`src/hdl/pio_cfg.svh`:
```
`ifndef PIO_CFG_SVH
`define PIO_CFG_SVH

// register addresses on the special-function-register bus
`define PIO_ADDR_LATCH 8'h80
`define PIO_ADDR_ROUTE0 8'h95
`define PIO_ADDR_ROUTE1 8'h96
`define PIO_ADDR_ADSEL 8'hF1
`define PIO_ADDR_OTYPE 8'hA4
`define PIO_ADDR_SKIP 8'hD4
`define PIO_ADDR_DRV 8'hF9
`define PIO_ADDR_MATCH 8'hF4
`define PIO_ADDR_MASK 8'h8B

// reset values
`define PIO_RST_LATCH 8'hFF
`define PIO_RST_ADSEL 8'hFF
`define PIO_RST_OTYPE 8'h00
`define PIO_RST_SKIP 8'h00
`define PIO_RST_DRV 8'h00
`define PIO_RST_MATCH 8'hFF
`define PIO_RST_MASK 8'h00
`define PIO_RST_ROUTE0 8'h00
`define PIO_RST_ROUTE1 8'h00

// first routing register fields
`define PIO_R0_ECI 7
`define PIO_R0_CEX_HI 6
`define PIO_R0_CEX_LO 4
`define PIO_R0_SYSCK 3
`define PIO_R0_TWOWIRE 2
`define PIO_R0_SPI 1
`define PIO_R0_UART 0

// second routing register fields
`define PIO_R1_PUOFF 7
`define PIO_R1_XBAR 6
`define PIO_R1_T1 1
`define PIO_R1_T0 0
`define PIO_R1_WMASK 8'hC3

// fixed pins of the async serial pair
`define PIO_UART_TX_PIN 4
`define PIO_UART_RX_PIN 5

`endif

```
`src/hdl/pio_pkg.sv`:
```
package pio_pkg;

	// peripheral signals, crossbar priority order after the fixed pair
	typedef enum logic [3:0] {
		PIO_RES_TX,
		PIO_RES_RX,
		PIO_RES_SDA,
		PIO_RES_SCL,
		PIO_RES_SCK,
		PIO_RES_MISO,
		PIO_RES_MOSI,
		PIO_RES_NSS,
		PIO_RES_SYSCLK,
		PIO_RES_COUNTER_CHANNEL_OUTPUT,
		PIO_RES_CEX1,
		PIO_RES_CEX2,
		PIO_RES_ECI,
		PIO_RES_T0,
		PIO_RES_T1,
		PIO_RES_NONE
	} pio_res_e;

	// number of peripheral signals
	localparam int PIO_NSIG = 15;

	typedef logic [7:0] pio_byte_t;

endpackage

```
`src/hdl/pio_port.sv`:
```
// How it works
// - analog pin loses pull-up, output driver and input receiver
// - latch register reads zero for every analog pin
// - mode bit zero selects analog, one selects digital
// - output-type one drives pad high or low from output value
// - output-type zero drives low only; value one leaves pad floating
// - weak pull-up on while cell floats, off while driven
// - global pull-up off bit disables every weak pull-up
// - digital pin read returns pad level, not driven value
// - per-pin drive strength bit, low strength after reset
// - mismatch when masked pin levels differ from masked expected levels
// - mismatch offered as interrupt source and idle wake source
// - port write stores a latch holding output value until next write
// - ordinary port read returns pin levels even for routed pins
// - read-modify-write reads the latch instead of the pins
// - port register written as whole byte or single bit
// - exclude bit keeps crossbar from assigning any function to a pin, except the fixed async pair on pins 4 and 5
// - route0 bit 7 routes external counter input
// - route0 bits 6:4 route none, one, two or three counter channels
// - route0 bit 3 routes system clock output
// - route0 bit 2 routes two-wire bus pair
// - route0 bit 1 routes serial peripheral, three or four pins
// - route0 bit 0 routes async serial pair to pins 4 and 5
// - route1 bit 6 enables the crossbar
// - all drivers stay off until the crossbar is enabled
// - route1 bits 1 and 0 route timer one and timer zero inputs
// - each resource after the fixed async pair takes lowest pin neither assigned nor excluded
`timescale 1ns/1ps
`include "pio_cfg.svh"

module pio_port
	import pio_pkg::*;
#(
	parameter int PIN_COUNT = 8
) (
	input wire logic clk,
	input wire logic sys_rst,
	input wire logic [7:0] sfr_addr,
	input wire logic sfr_wr,
	input wire logic [7:0] sfr_wdata,
	input wire logic sfr_bit_wr,
	input wire logic [2:0] sfr_bit_idx,
	input wire logic sfr_bit_val,
	input wire logic sfr_rd,
	input wire logic sfr_rmw,
	output logic [7:0] sfr_rdata,
	input wire logic spi_four_wire,
	input wire logic [PIO_NSIG-1:0] periph_out,
	output logic [PIO_NSIG-1:0] periph_in,
	input wire logic [PIN_COUNT-1:0] pad_in,
	output logic [PIN_COUNT-1:0] pad_out,
	output logic [PIN_COUNT-1:0] pad_oe_n,
	output logic [PIN_COUNT-1:0] pad_pullup_en,
	output logic [PIN_COUNT-1:0] pad_input_en,
	output logic [PIN_COUNT-1:0] pad_drive_high,
	output logic port_mismatch,
	output logic mismatch_pulse
);

	// the fixed async pair needs pins 4 and 5; registers are one byte wide
	if (PIN_COUNT < 6 || PIN_COUNT > 8) begin : g_bad_width
		$error("pio_port: PIN_COUNT must lie between 6 and 8");
	end

	// signal codes sit in four bits of the pin map, the top code meaning none
	if (PIO_NSIG > 15) begin : g_bad_map
		$error("pio_port: too many peripheral signals for the pin map");
	end

	typedef logic [PIN_COUNT-1:0] pio_pins_t;
	typedef logic [PIN_COUNT-1:0][3:0] pio_map_t;

	typedef struct packed {
		pio_pins_t latch;
		pio_pins_t adsel;
		pio_pins_t otype;
		pio_pins_t skip;
		pio_pins_t drv;
		pio_pins_t match;
		pio_pins_t mask;
		pio_byte_t route0;
		pio_byte_t route1;
		pio_pins_t pad_out;
		pio_pins_t pad_oe_n;
		pio_pins_t pad_pu;
		pio_pins_t pad_ie;
		pio_pins_t pad_dh;
		logic [PIO_NSIG-1:0] per_in;
		pio_byte_t rdata;
		logic mism;
		logic mism_pulse;
	} pio_state_s;

	pio_state_s s_reg;
	pio_state_s s_next;
	pio_pins_t pin_sync;

	// zero-extend a pin vector onto the byte bus
	function automatic pio_byte_t widen(input pio_pins_t v);
		widen = 8'(v);
	endfunction

	// take the pin bits of a bus byte; bits above the pins are dropped
	function automatic pio_pins_t narrow(input pio_byte_t b);
		narrow = b[PIN_COUNT-1:0];
	endfunction

	// pin vector seen through a select mask
	function automatic pio_pins_t masked(input pio_pins_t v, input pio_pins_t m);
		masked = v & m;
	endfunction

	// counter channels routed by the three-bit field; reserved codes route none
	function automatic logic [1:0] cex_count(input logic [2:0] code);
		unique case (code)
			3'h1: cex_count = 2'h1;
			3'h2: cex_count = 2'h2;
			3'h3: cex_count = 2'h3;
			default: cex_count = 2'h0;
		endcase
	endfunction

	// priority assignment of peripheral signals to pins
	// the async pair is fixed and ignores exclude bits; a resource
	// that finds no free pin is left unrouted
	function automatic pio_map_t xbar_map(
		input logic [PIO_NSIG-1:0] req,
		input pio_pins_t excl,
		input logic uart_on
	);
		pio_pins_t taken;
		logic found;
		xbar_map = '{default: 4'(PIO_RES_NONE)};
		taken = excl;
		if (uart_on) begin
			xbar_map[`PIO_UART_TX_PIN] = 4'(PIO_RES_TX);
			xbar_map[`PIO_UART_RX_PIN] = 4'(PIO_RES_RX);
			taken[`PIO_UART_TX_PIN] = 1'b1;
			taken[`PIO_UART_RX_PIN] = 1'b1;
		end
		// resources in priority order, each scanning up from pin zero
		// lowest free pin
		for (int r = int'(PIO_RES_SDA); r < PIO_NSIG; r++) begin
			found = 1'b0;
			for (int i = 0; i < PIN_COUNT; i++) begin
				if (req[r] && !found && !taken[i]) begin
					xbar_map[i] = 4'(r);
					taken[i] = 1'b1;
					found = 1'b1;
				end
			end
		end
	endfunction

	// pads come from outside the clock domain; the stages reset low so
	// the compare and the reads start from a known level
	// pad sync stages
	pio_sync #(
		.WIDTH(PIN_COUNT)
	) u_sync (
		.clk(clk),
		.sys_rst(sys_rst),
		.d(pad_in),
		.q(pin_sync)
	);

	// next state: crossbar map, pad cells, compare and register access
	always_comb begin
		logic [PIO_NSIG-1:0] req;
		logic [2:0] cex;
		pio_map_t sel;
		pio_pins_t din;
		pio_pins_t ld;
		logic val;
		logic drv_lo;
		logic drv_hi;
		logic xbar_on;
		logic pu_off;
		req = '0;
		cex = '0;
		sel = '{default: 4'(PIO_RES_NONE)};
		din = '0;
		ld = '0;
		val = 1'b0;
		drv_lo = 1'b0;
		drv_hi = 1'b0;
		s_next = s_reg;
		xbar_on = s_reg.route1[`PIO_R1_XBAR];
		pu_off = s_reg.route1[`PIO_R1_PUOFF];

		// resource requests from the routing registers
		// a request only claims a pin; the drivers still wait for the enable
		cex = s_reg.route0[`PIO_R0_CEX_HI:`PIO_R0_CEX_LO];
		req[PIO_RES_SDA] = s_reg.route0[`PIO_R0_TWOWIRE];
		req[PIO_RES_SCL] = s_reg.route0[`PIO_R0_TWOWIRE];
		req[PIO_RES_SCK] = s_reg.route0[`PIO_R0_SPI];
		req[PIO_RES_MISO] = s_reg.route0[`PIO_R0_SPI];
		req[PIO_RES_MOSI] = s_reg.route0[`PIO_R0_SPI];
		req[PIO_RES_NSS] = s_reg.route0[`PIO_R0_SPI] & spi_four_wire;
		req[PIO_RES_SYSCLK] = s_reg.route0[`PIO_R0_SYSCK];
		// channel count, reserved codes route none
		req[PIO_RES_COUNTER_CHANNEL_OUTPUT] = (cex_count(cex) >= 2'h1);
		req[PIO_RES_CEX1] = (cex_count(cex) >= 2'h2);
		req[PIO_RES_CEX2] = (cex_count(cex) == 2'h3);
		req[PIO_RES_ECI] = s_reg.route0[`PIO_R0_ECI];
		req[PIO_RES_T0] = s_reg.route1[`PIO_R1_T0];
		req[PIO_RES_T1] = s_reg.route1[`PIO_R1_T1];
		sel = xbar_map(req, s_reg.skip, s_reg.route0[`PIO_R0_UART]);

		// analog receiver off, level reads zero
		din = masked(pin_sync, s_reg.adsel);

		// pad cell control per pin; the cell follows the registers one cycle late
		// because every pad control leaves a flop
		for (int i = 0; i < PIN_COUNT; i++) begin
			val = (sel[i] == 4'(PIO_RES_NONE)) ? s_reg.latch[i] : periph_out[sel[i]];
			// drivers held off until crossbar enabled
			drv_lo = xbar_on & s_reg.adsel[i] & ~val;
			drv_hi = xbar_on & s_reg.adsel[i] & s_reg.otype[i] & val;
			s_next.pad_out[i] = val;
			s_next.pad_oe_n[i] = ~(drv_lo | drv_hi);
			s_next.pad_pu[i] = s_reg.adsel[i] & ~pu_off & ~(drv_lo | drv_hi);
			s_next.pad_ie[i] = s_reg.adsel[i];
		end
		s_next.pad_dh = s_reg.drv;

		// routed pin levels back to peripherals; unrouted inputs idle high
		// so a peripheral with no pin sees an idle line
		s_next.per_in = '1;
		for (int i = 0; i < PIN_COUNT; i++) begin
			if (sel[i] != 4'(PIO_RES_NONE)) begin
				s_next.per_in[sel[i]] = din[i];
			end
		end

		// synchronised levels keep the event free of pad glitches
		// masked compare, routing ignored
		s_next.mism = (masked(din, s_reg.mask) != masked(s_reg.match, s_reg.mask));
		// level for interrupt, pulse for wake
		s_next.mism_pulse = s_next.mism & ~s_reg.mism;

		// register reads; a read in the same cycle as a write sees the old value
		// and the result stands until the next read
		if (sfr_rd) begin
			unique case (sfr_addr)
				`PIO_ADDR_LATCH: begin
					s_next.rdata = widen(sfr_rmw ? masked(s_reg.latch, s_reg.adsel) : din);
				end
				`PIO_ADDR_ROUTE0: s_next.rdata = s_reg.route0;
				`PIO_ADDR_ROUTE1: s_next.rdata = s_reg.route1;
				`PIO_ADDR_ADSEL: s_next.rdata = widen(s_reg.adsel);
				`PIO_ADDR_OTYPE: s_next.rdata = widen(s_reg.otype);
				`PIO_ADDR_SKIP: s_next.rdata = widen(s_reg.skip);
				`PIO_ADDR_DRV: s_next.rdata = widen(s_reg.drv);
				`PIO_ADDR_MATCH: s_next.rdata = widen(s_reg.match);
				`PIO_ADDR_MASK: s_next.rdata = widen(s_reg.mask);
				default: s_next.rdata = 8'h00;
			endcase
		end

		// register writes; reserved route1 bits are kept at zero
		if (sfr_wr) begin
			unique case (sfr_addr)
				`PIO_ADDR_LATCH: s_next.latch = narrow(sfr_wdata);
				`PIO_ADDR_ROUTE0: s_next.route0 = sfr_wdata;
				`PIO_ADDR_ROUTE1: s_next.route1 = sfr_wdata & `PIO_R1_WMASK;
				`PIO_ADDR_ADSEL: s_next.adsel = narrow(sfr_wdata);
				`PIO_ADDR_OTYPE: s_next.otype = narrow(sfr_wdata);
				`PIO_ADDR_SKIP: s_next.skip = narrow(sfr_wdata);
				`PIO_ADDR_DRV: s_next.drv = narrow(sfr_wdata);
				`PIO_ADDR_MATCH: s_next.match = narrow(sfr_wdata);
				`PIO_ADDR_MASK: s_next.mask = narrow(sfr_wdata);
				default: ;
			endcase
		end

		// a bit write lands over a byte write to the latch in the same cycle
		// single-bit latch write
		ld = s_next.latch;
		if (sfr_bit_wr && sfr_addr == `PIO_ADDR_LATCH && int'(sfr_bit_idx) < PIN_COUNT) begin
			ld[sfr_bit_idx] = sfr_bit_val;
		end
		s_next.latch = ld;
	end

	// state register, reset synchronously to the power-up configuration
	// outputs leave this register, so nothing combinational reaches a pin
	always_ff @(posedge clk) begin
		if (sys_rst) begin
			// read data, compare and drive strength clear
			s_reg <= '0;
			// configuration registers
			s_reg.latch <= narrow(`PIO_RST_LATCH);
			s_reg.adsel <= narrow(`PIO_RST_ADSEL);
			s_reg.otype <= narrow(`PIO_RST_OTYPE);
			s_reg.skip <= narrow(`PIO_RST_SKIP);
			s_reg.drv <= narrow(`PIO_RST_DRV);
			s_reg.match <= narrow(`PIO_RST_MATCH);
			s_reg.mask <= narrow(`PIO_RST_MASK);
			s_reg.route0 <= `PIO_RST_ROUTE0;
			s_reg.route1 <= `PIO_RST_ROUTE1;
			// cells idle high impedance with pull-ups and receivers on
			s_reg.pad_out <= '1;
			s_reg.pad_oe_n <= '1; // cells float after reset
			s_reg.pad_pu <= '1;
			s_reg.pad_ie <= '1;
			s_reg.per_in <= '1;
		end else begin
			s_reg <= s_next;
		end
	end

	// outputs straight from the state register
	// pad controls and compare results all carry one cycle of lag
	assign sfr_rdata = s_reg.rdata;
	assign periph_in = s_reg.per_in;
	assign pad_out = s_reg.pad_out;
	assign pad_oe_n = s_reg.pad_oe_n;
	assign pad_pullup_en = s_reg.pad_pu;
	assign pad_input_en = s_reg.pad_ie;
	assign pad_drive_high = s_reg.pad_dh;
	assign port_mismatch = s_reg.mism;
	assign mismatch_pulse = s_reg.mism_pulse;

endmodule

```
`src/hdl/pio_sync.sv`:
```
`timescale 1ns/1ps

// two-stage synchroniser for pad levels
module pio_sync #(
	parameter int WIDTH = 8
) (
	input wire logic clk,
	input wire logic sys_rst,
	input wire logic [WIDTH-1:0] d,
	output logic [WIDTH-1:0] q
);

	typedef struct packed {
		logic [WIDTH-1:0] stage1;
		logic [WIDTH-1:0] stage2;
	} pio_sync_s;

	pio_sync_s s_reg;
	pio_sync_s s_next;

	// stage1 feeds stage2 only
	always_comb begin
		s_next.stage1 = d;
		s_next.stage2 = s_reg.stage1;
	end

	always_ff @(posedge clk) begin
		if (sys_rst) begin
			s_reg <= '0;
		end else begin
			s_reg <= s_next;
		end
	end

	assign q = s_reg.stage2;

endmodule

```
`config.mk`:
```
export PLATFORM = sky130hd
export DESIGN_NAME = pio_port
export DESIGN_NICKNAME = d
export VERILOG_FILES = /design/src/hdl/pio_pkg.sv /design/src/hdl/pio_port.sv /design/src/hdl/pio_sync.sv
export VERILOG_INCLUDE_DIRS = /design/src /design/src/hdl
export SDC_FILE = /design/constraint.sdc
export NUM_CORES = 1
export LEC_CHECK = 0
export ABC_AREA = 0
export BUFFER_PORTS_ARGS = -buffer_cell sky130_fd_sc_hd__buf_2
export CORE_MARGIN = 2
export CORE_UTILIZATION = 54
export CTS_BUF_LIST = sky130_fd_sc_hd__clkbuf_4
export DETAILED_ROUTE_END_ITERATION = 8
export PLACE_DENSITY = 0.76
export SLEW_MARGIN = 20
export SYNTH_ARGS = -nofsm -noshare
export SYNTH_HDL_FRONTEND = slang
export SYNTH_SLANG_ARGS = --single-unit
```
`constraint.sdc`:
```
create_clock -name clk -period 5.75 [get_ports clk]
set_input_delay 0.2875 -clock clk [delete_from_list [all_inputs] [get_ports clk]]
set_output_delay 0.2875 -clock clk [all_outputs]
set_load 0.05 [all_outputs]
```
; ---- Word level (Yosys, flattened, before mapping)
; Index checks and enable logic that the tools add are counted.
[totals]
regBits = 149
input_bits = 50
output_inout_bits = 65
elab_cells = 925
[classes]
order_cmp = 20
n_eq_ne = 30
mux = 365
n_bitwise = 82
reduce_logical = 408
[op_table]
columns = cell, n
row1 = 4-bit two-way mux, 104
row2 = 1-bit two-way mux, 212
row3 = 1-bit logical AND, 205
row4 = 1-bit logical NOT, 195
row5 = 15-bit two-way mux, 8
row6 = 15-bit bitwise mux, 7
row7 = 8-bit two-way mux, 12
row8 = 8-bit == test (second input constant), 9
row9 = 72-bit two-way mux, 1
row10 = 8-bit case mux with 9 select lines, 1
row11 = 1-bit AND, 50
row12 = 4-bit by 5-bit less-than comparator with 1-bit output (second input constant), 8
row13 = 8-bit AND, 4
row14 = 1-bit binary-select mux with 4-bit select, 8
row15 = 1-bit demux with 4-bit select, 8
row16 = 4-bit == test (second input constant), 8
row17 = 4-bit by 1-bit greater-or-equal comparator with 1-bit output (second input constant), 8
row18 = 4-bit inequality test (second input constant), 8
row19 = 1-bit NOT, 18
row20 = 2-bit AND reduction, 8
row21 = 15-bit NOT, 1
row22 = 15-bit bitwise OR, 1
row23 = 8-bit bitwise mux, 1
row24 = 8-bit inequality test, 1
row25 = other kinds (11), 19

; ---- Longest topological paths before layout
[depth]
ltp_word = 75
depth_mapped = 17
ltp_nobuf = 13

; ---- By module
; A second synthesis with hierarchy kept.
[hier_totals]
cells_unflattened = 1547
area_unflattened_um2 = 11498.5
[modules_own_cells]
columns = mod, n_inst, cells_per_inst, area_per_inst_um2, seq_area_each_um2
row1 = pio_port, 1, 1514, 11034.3, 2662.6
row2 = pio_sync, 1, 33, 464.2, 320.3

; ---- Worst setup path after synthesis
; OpenSTA, ideal clock, no wires.
[synth_path]
path_kind = reg2reg
startpoint = reg s_reg[105] (netlist name)
endpoint = reg s_reg (netlist bit pad_pullup_en[6])
setup_ns = 0.120
t_arrival_ns = 4.064
required_time_ns = 5.630
setup_slack_ns = 1.566
stages_incl_launch_ff = 17
path_buffers = 4
period_less_slack_ns = 4.184
cell_sequence = dfxtp_1 buf_6 o2111a_1 or3_1 buf_2 or3_4 buf_6 or3_4 buf_6 o211a_4 maj3_2 nor2_4 a41oi_4 mux2_4 a311oi_2 a211oi_2 a211o_1
[synth_via]
elab_chain_cells = 71
elab_cells_between_ends = 517
cone_classes = 1 x eq/ne / 178 x mux / 6 x bitwise / 332 x reduce/logical
[synth_lines]
columns = element, line
row1 = from (decl), pio_port.sv:94  ; pio_state_s s_reg;
row2 = from (signal assigned), pio_port.sv:309  ; s_reg <= s_next;
row3 = 1-bit logical NOT, pio_port.sv:146  ; if (req[r] && !found && !taken[i]) begin
row4 = 1-bit logical AND, pio_port.sv:146
row5 = 1-bit two-way mux, pio_port.sv:146
row6 = 1-bit logical NOT, pio_port.sv:146
row7 = 1-bit logical AND, pio_port.sv:146
row8 = 1-bit two-way mux or 1-bit logical AND (tied branches), pio_port.sv:146
row9 = 1-bit logical NOT or 1-bit two-way mux (tied branches), pio_port.sv:146
row10 = 1-bit logical AND or 1-bit logical NOT (tied branches), pio_port.sv:146
row11 = [... 55 more ...], --
row12 = 1-bit binary-select mux with 4-bit select, pio_port.sv:216  ; val = (sel[i] == 4'(PIO_RES_NONE)) ? s_reg.latch[i] : periph_out[sel[i]];
row13 = 1-bit two-way mux (implied by the code), pio_port.sv:216
row14 = 1-bit two-way mux (*), pio_port.sv:216
row15 = 1-bit NOT, pio_port.sv:218  ; drv_lo = xbar_on & s_reg.adsel[i] & ~val;
row16 = 1-bit AND, pio_port.sv:218
row17 = 1-bit bitwise OR (*), pio_port.sv:222  ; s_next.pad_pu[i] = s_reg.adsel[i] & ~pu_off & ~(drv_lo | drv_hi);
row18 = 1-bit NOT (*), pio_port.sv:222
row19 = 1-bit AND (*), pio_port.sv:222
; Mark *: on every way between the ends. The rest lies on a longest branch, timed or not. The select of a mux whose other input is x is not followed.
; A chain may end at the register's enable or synchronous reset.

; ---- Worst setup path after layout
; Ends and elaborated chain as after synthesis.

==> flow_summary.json <==
{
  "status": "completed",
  "synth_ff_type": "dfxtp_1",
  "area_delta_synth_final_pct": 6.25,
  "clockBufferDepth": 2,
  "grt_pass1_vias": 11800,
  "power-per-cell-area_nw_per_um2": 159,
  "drt_iter0_drc": 1882,
  "min_period_ps": 5240,
  "reg2reg_slack_ps": 510,
  "largest_reg_flops": 52,
  "critPathArrivalTime_ps": 5750,
  "synth_area_um2": 11400,
  "cp-end-kind": "flip-flop",
  "tightest_slew_ps": 1130,
  "num_io_pins": 115,
  "grt_util_all_layers_pct": 39.9,
  "ir_worst_vdd_mv": 0.141,
  "r2r-end": "pad_pullup_en[6]",
  "hold_start": "sfr_wdata[0]",
  "drive_above_1_share_pct": 15.5,
  "io_buffer_count": 114,
  "worstHoldEndpoint": "s_reg[81]",
  "netlist-cell-type-count": 102,
  "critPathKind": "reg2reg",
  "synthArstFlopShare_pct": 0,
  "hold_path.class": "in2reg",
  "synth_edf_count": 0,
  "nNetsFinal": 1650,
  "drv_slew": 0,
  "grt_max_degree": 94,
  "dp_hpwl_um": 34300,
  "synthCells": 1591,
  "max_freq_mhz": 191,
  "fin_hold_ws_ps": 56.1,
  "vias": 13000,
  "row_count": 53,
  "cts.sinks": 149,
  "grt_pass1_wl_um": 68500,
  "period_share_pct": 91.2,
  "die-height_um": 149,
  "fin_worst_skew_ps": 25.1,
  "leakagePower_uw": 0.00458,
  "grt_antenna_before_repair": 1,
  "crit_required_ps": 6260,
  "first_pass_iters": 8,
  "path_max_fanout": 23,
  "wl_per_cell_um": 24.0,
  "viasPerCell": 6.87,
  "final_common_cell": "nand2_1",
  "r2r_cells": 14,
  "drc": 0,
  "dpl_cell_area_um2": 11700,
  "mostFrequentLayoutCells": "nand2_1, a21oi_1, dfxtp_1",
  "die_w_um": 149,
  "hold_viol_final": 0,
  "h-tree-depth": 4,
  "hold_depth": 3,
  "insertion_delay_ps": 610,
  "design.core.area_um2": 20900,
  "tns_ps": 0,
  "syn_nets": 1641,
  "syn_area_per_cell_um2": 7.18,
  "clkSlewWorstSetupHoldPaths_ps": 170,
  "overflow": 0,
  "numCtsBuffers": 17,
  "total_power_uw": 1930,
  "gp_congestion": 1.00,
  "setup_viol": 0,
  "yosysSeqAreaShare_pct": 26.1,
  "synth_seq_cells": 149,
  "cts_tree": "built",
  "slew_headroom_pct": 24.6,
  "ant_nets": 0,
  "crit_path_start_kind": "flip-flop",
  "cts_resized": 0,
  "initial_core_util_pct": 54.7,
  "maxCapViolations": 0,
  "cts_root_buffer": "clkbuf_4",
  "die-area_um2": 22300,
  "rsz0062_at_grt": "no",
  "fin_area_um2": 12100,
  "utilization_pct": 58.1,
  "wl_um": 45300,
  "yosysWarnings": 0,
  "r2r-start": "s_reg[105]"
}
## synth_stat cells, types with 14 or more instances
cell type | number | area (um2)
inv_1 | 20 | 75.1
nand3_1 | 106 | 531
nor2b_1 | 39 | 244
nand2_1 | 225 | 845
mux2i_1 | 35 | 350
buf_4 | 64 | 480
o21ai_0 | 83 | 415
buf_2 | 17 | 85.1
a222oi_1 | 15 | 150
xnor2_1 | 15 | 131
clkbuf_1 | 81 | 304
or2_2 | 18 | 113
a21oi_1 | 151 | 756
dfxtp_1 | 149 | 2980
o21a_1 | 14 | 105
a211o_1 | 14 | 123
nor2_1 | 129 | 484
and2_1 | 20 | 125
nand4_1 | 17 | 106
a31oi_1 | 18 | 113
a22oi_1 | 16 | 120
o211ai_1 | 20 | 150
nor3_1 | 36 | 180
## layer usage
layer / share of wire [%] / vias to the layer above / track usage, %
li1: - / 5847 / -
met1: 40 / 6173 / 51.3
met2: 45 / 815 / 63.0
met3: 9.4 / 142 / 6.77
met4: 6.1 / 0 / 23.1
met5: 0 / - / 0
## area by class of cell
cell class	count	area, um2
well taps	275	344
clock inverters	15	196
inverters	21	78.8
multi-input cells	1248	7430
fillers	2060	8750
clock buffers	17	128
flip-flops and latches	149	2980
repair buffers	163	973
diodes	1	2.50
## worst max-delay path by stage
stage               start          endpoint  depth (start not counted)
2_1_floorplan  s_reg[105]  pad_pullup_en[6]                         16
3_3_place_gp   s_reg[105]  pad_pullup_en[6]                         13
3_5_place_dp   s_reg[105]  pad_pullup_en[6]                         14
4_1_cts        s_reg[105]        pad_out[7]                         14
5_1_grt         s_reg[74]        pad_out[7]                         14
6_report       s_reg[105]  pad_pullup_en[6]                         14
## through the flow
stage          setup slack [ps]  cells
2_1_floorplan              1570   1591
3_3_place_gp                751   1843
3_5_place_dp                668   1843
4_1_cts                     653   1887
5_1_grt                    96.2   1889
6_report                    508   1889
## worst max-delay path, stage by stage (launching register included)
cell      delay (ps)
dfxtp_1          580
buf_4            340
or4_1            650
nand3_1          350
nor3_1           100
a22oi_2          640
nand3_1          220
a311oi_1         570
nand2_1          110
o21ai_1          400
o21ai_0          280
or2_2            340
a31oi_1          220
a211oi_2          90
a211o_1          260
## power breakdown
group | total (uW) | internal, uW | switching, uW
clock | 737 | 217 | 521
sequential | 1050 | 1040 | 5.37
combinational | 150 | 45.1 | 105
## logic make-up after synthesis
kind of cell               share of synthesized area, %
AOI/OAI and AO/OA                                  31.0
and+or+nand+nor                                    27.9
xor gates and xnor gates                           1.30
adders and majority gates                         0.734
muxes                                              3.99
buffers and inverters                              8.93
DFF                                                26.1
## what timing repair did
action / CTS / global route
endpoints found under the hold margin: 14 / 1
buffers inserted: 0 / 0
hold buffers: 12 / 1
(Power assumes the default switching activity.)
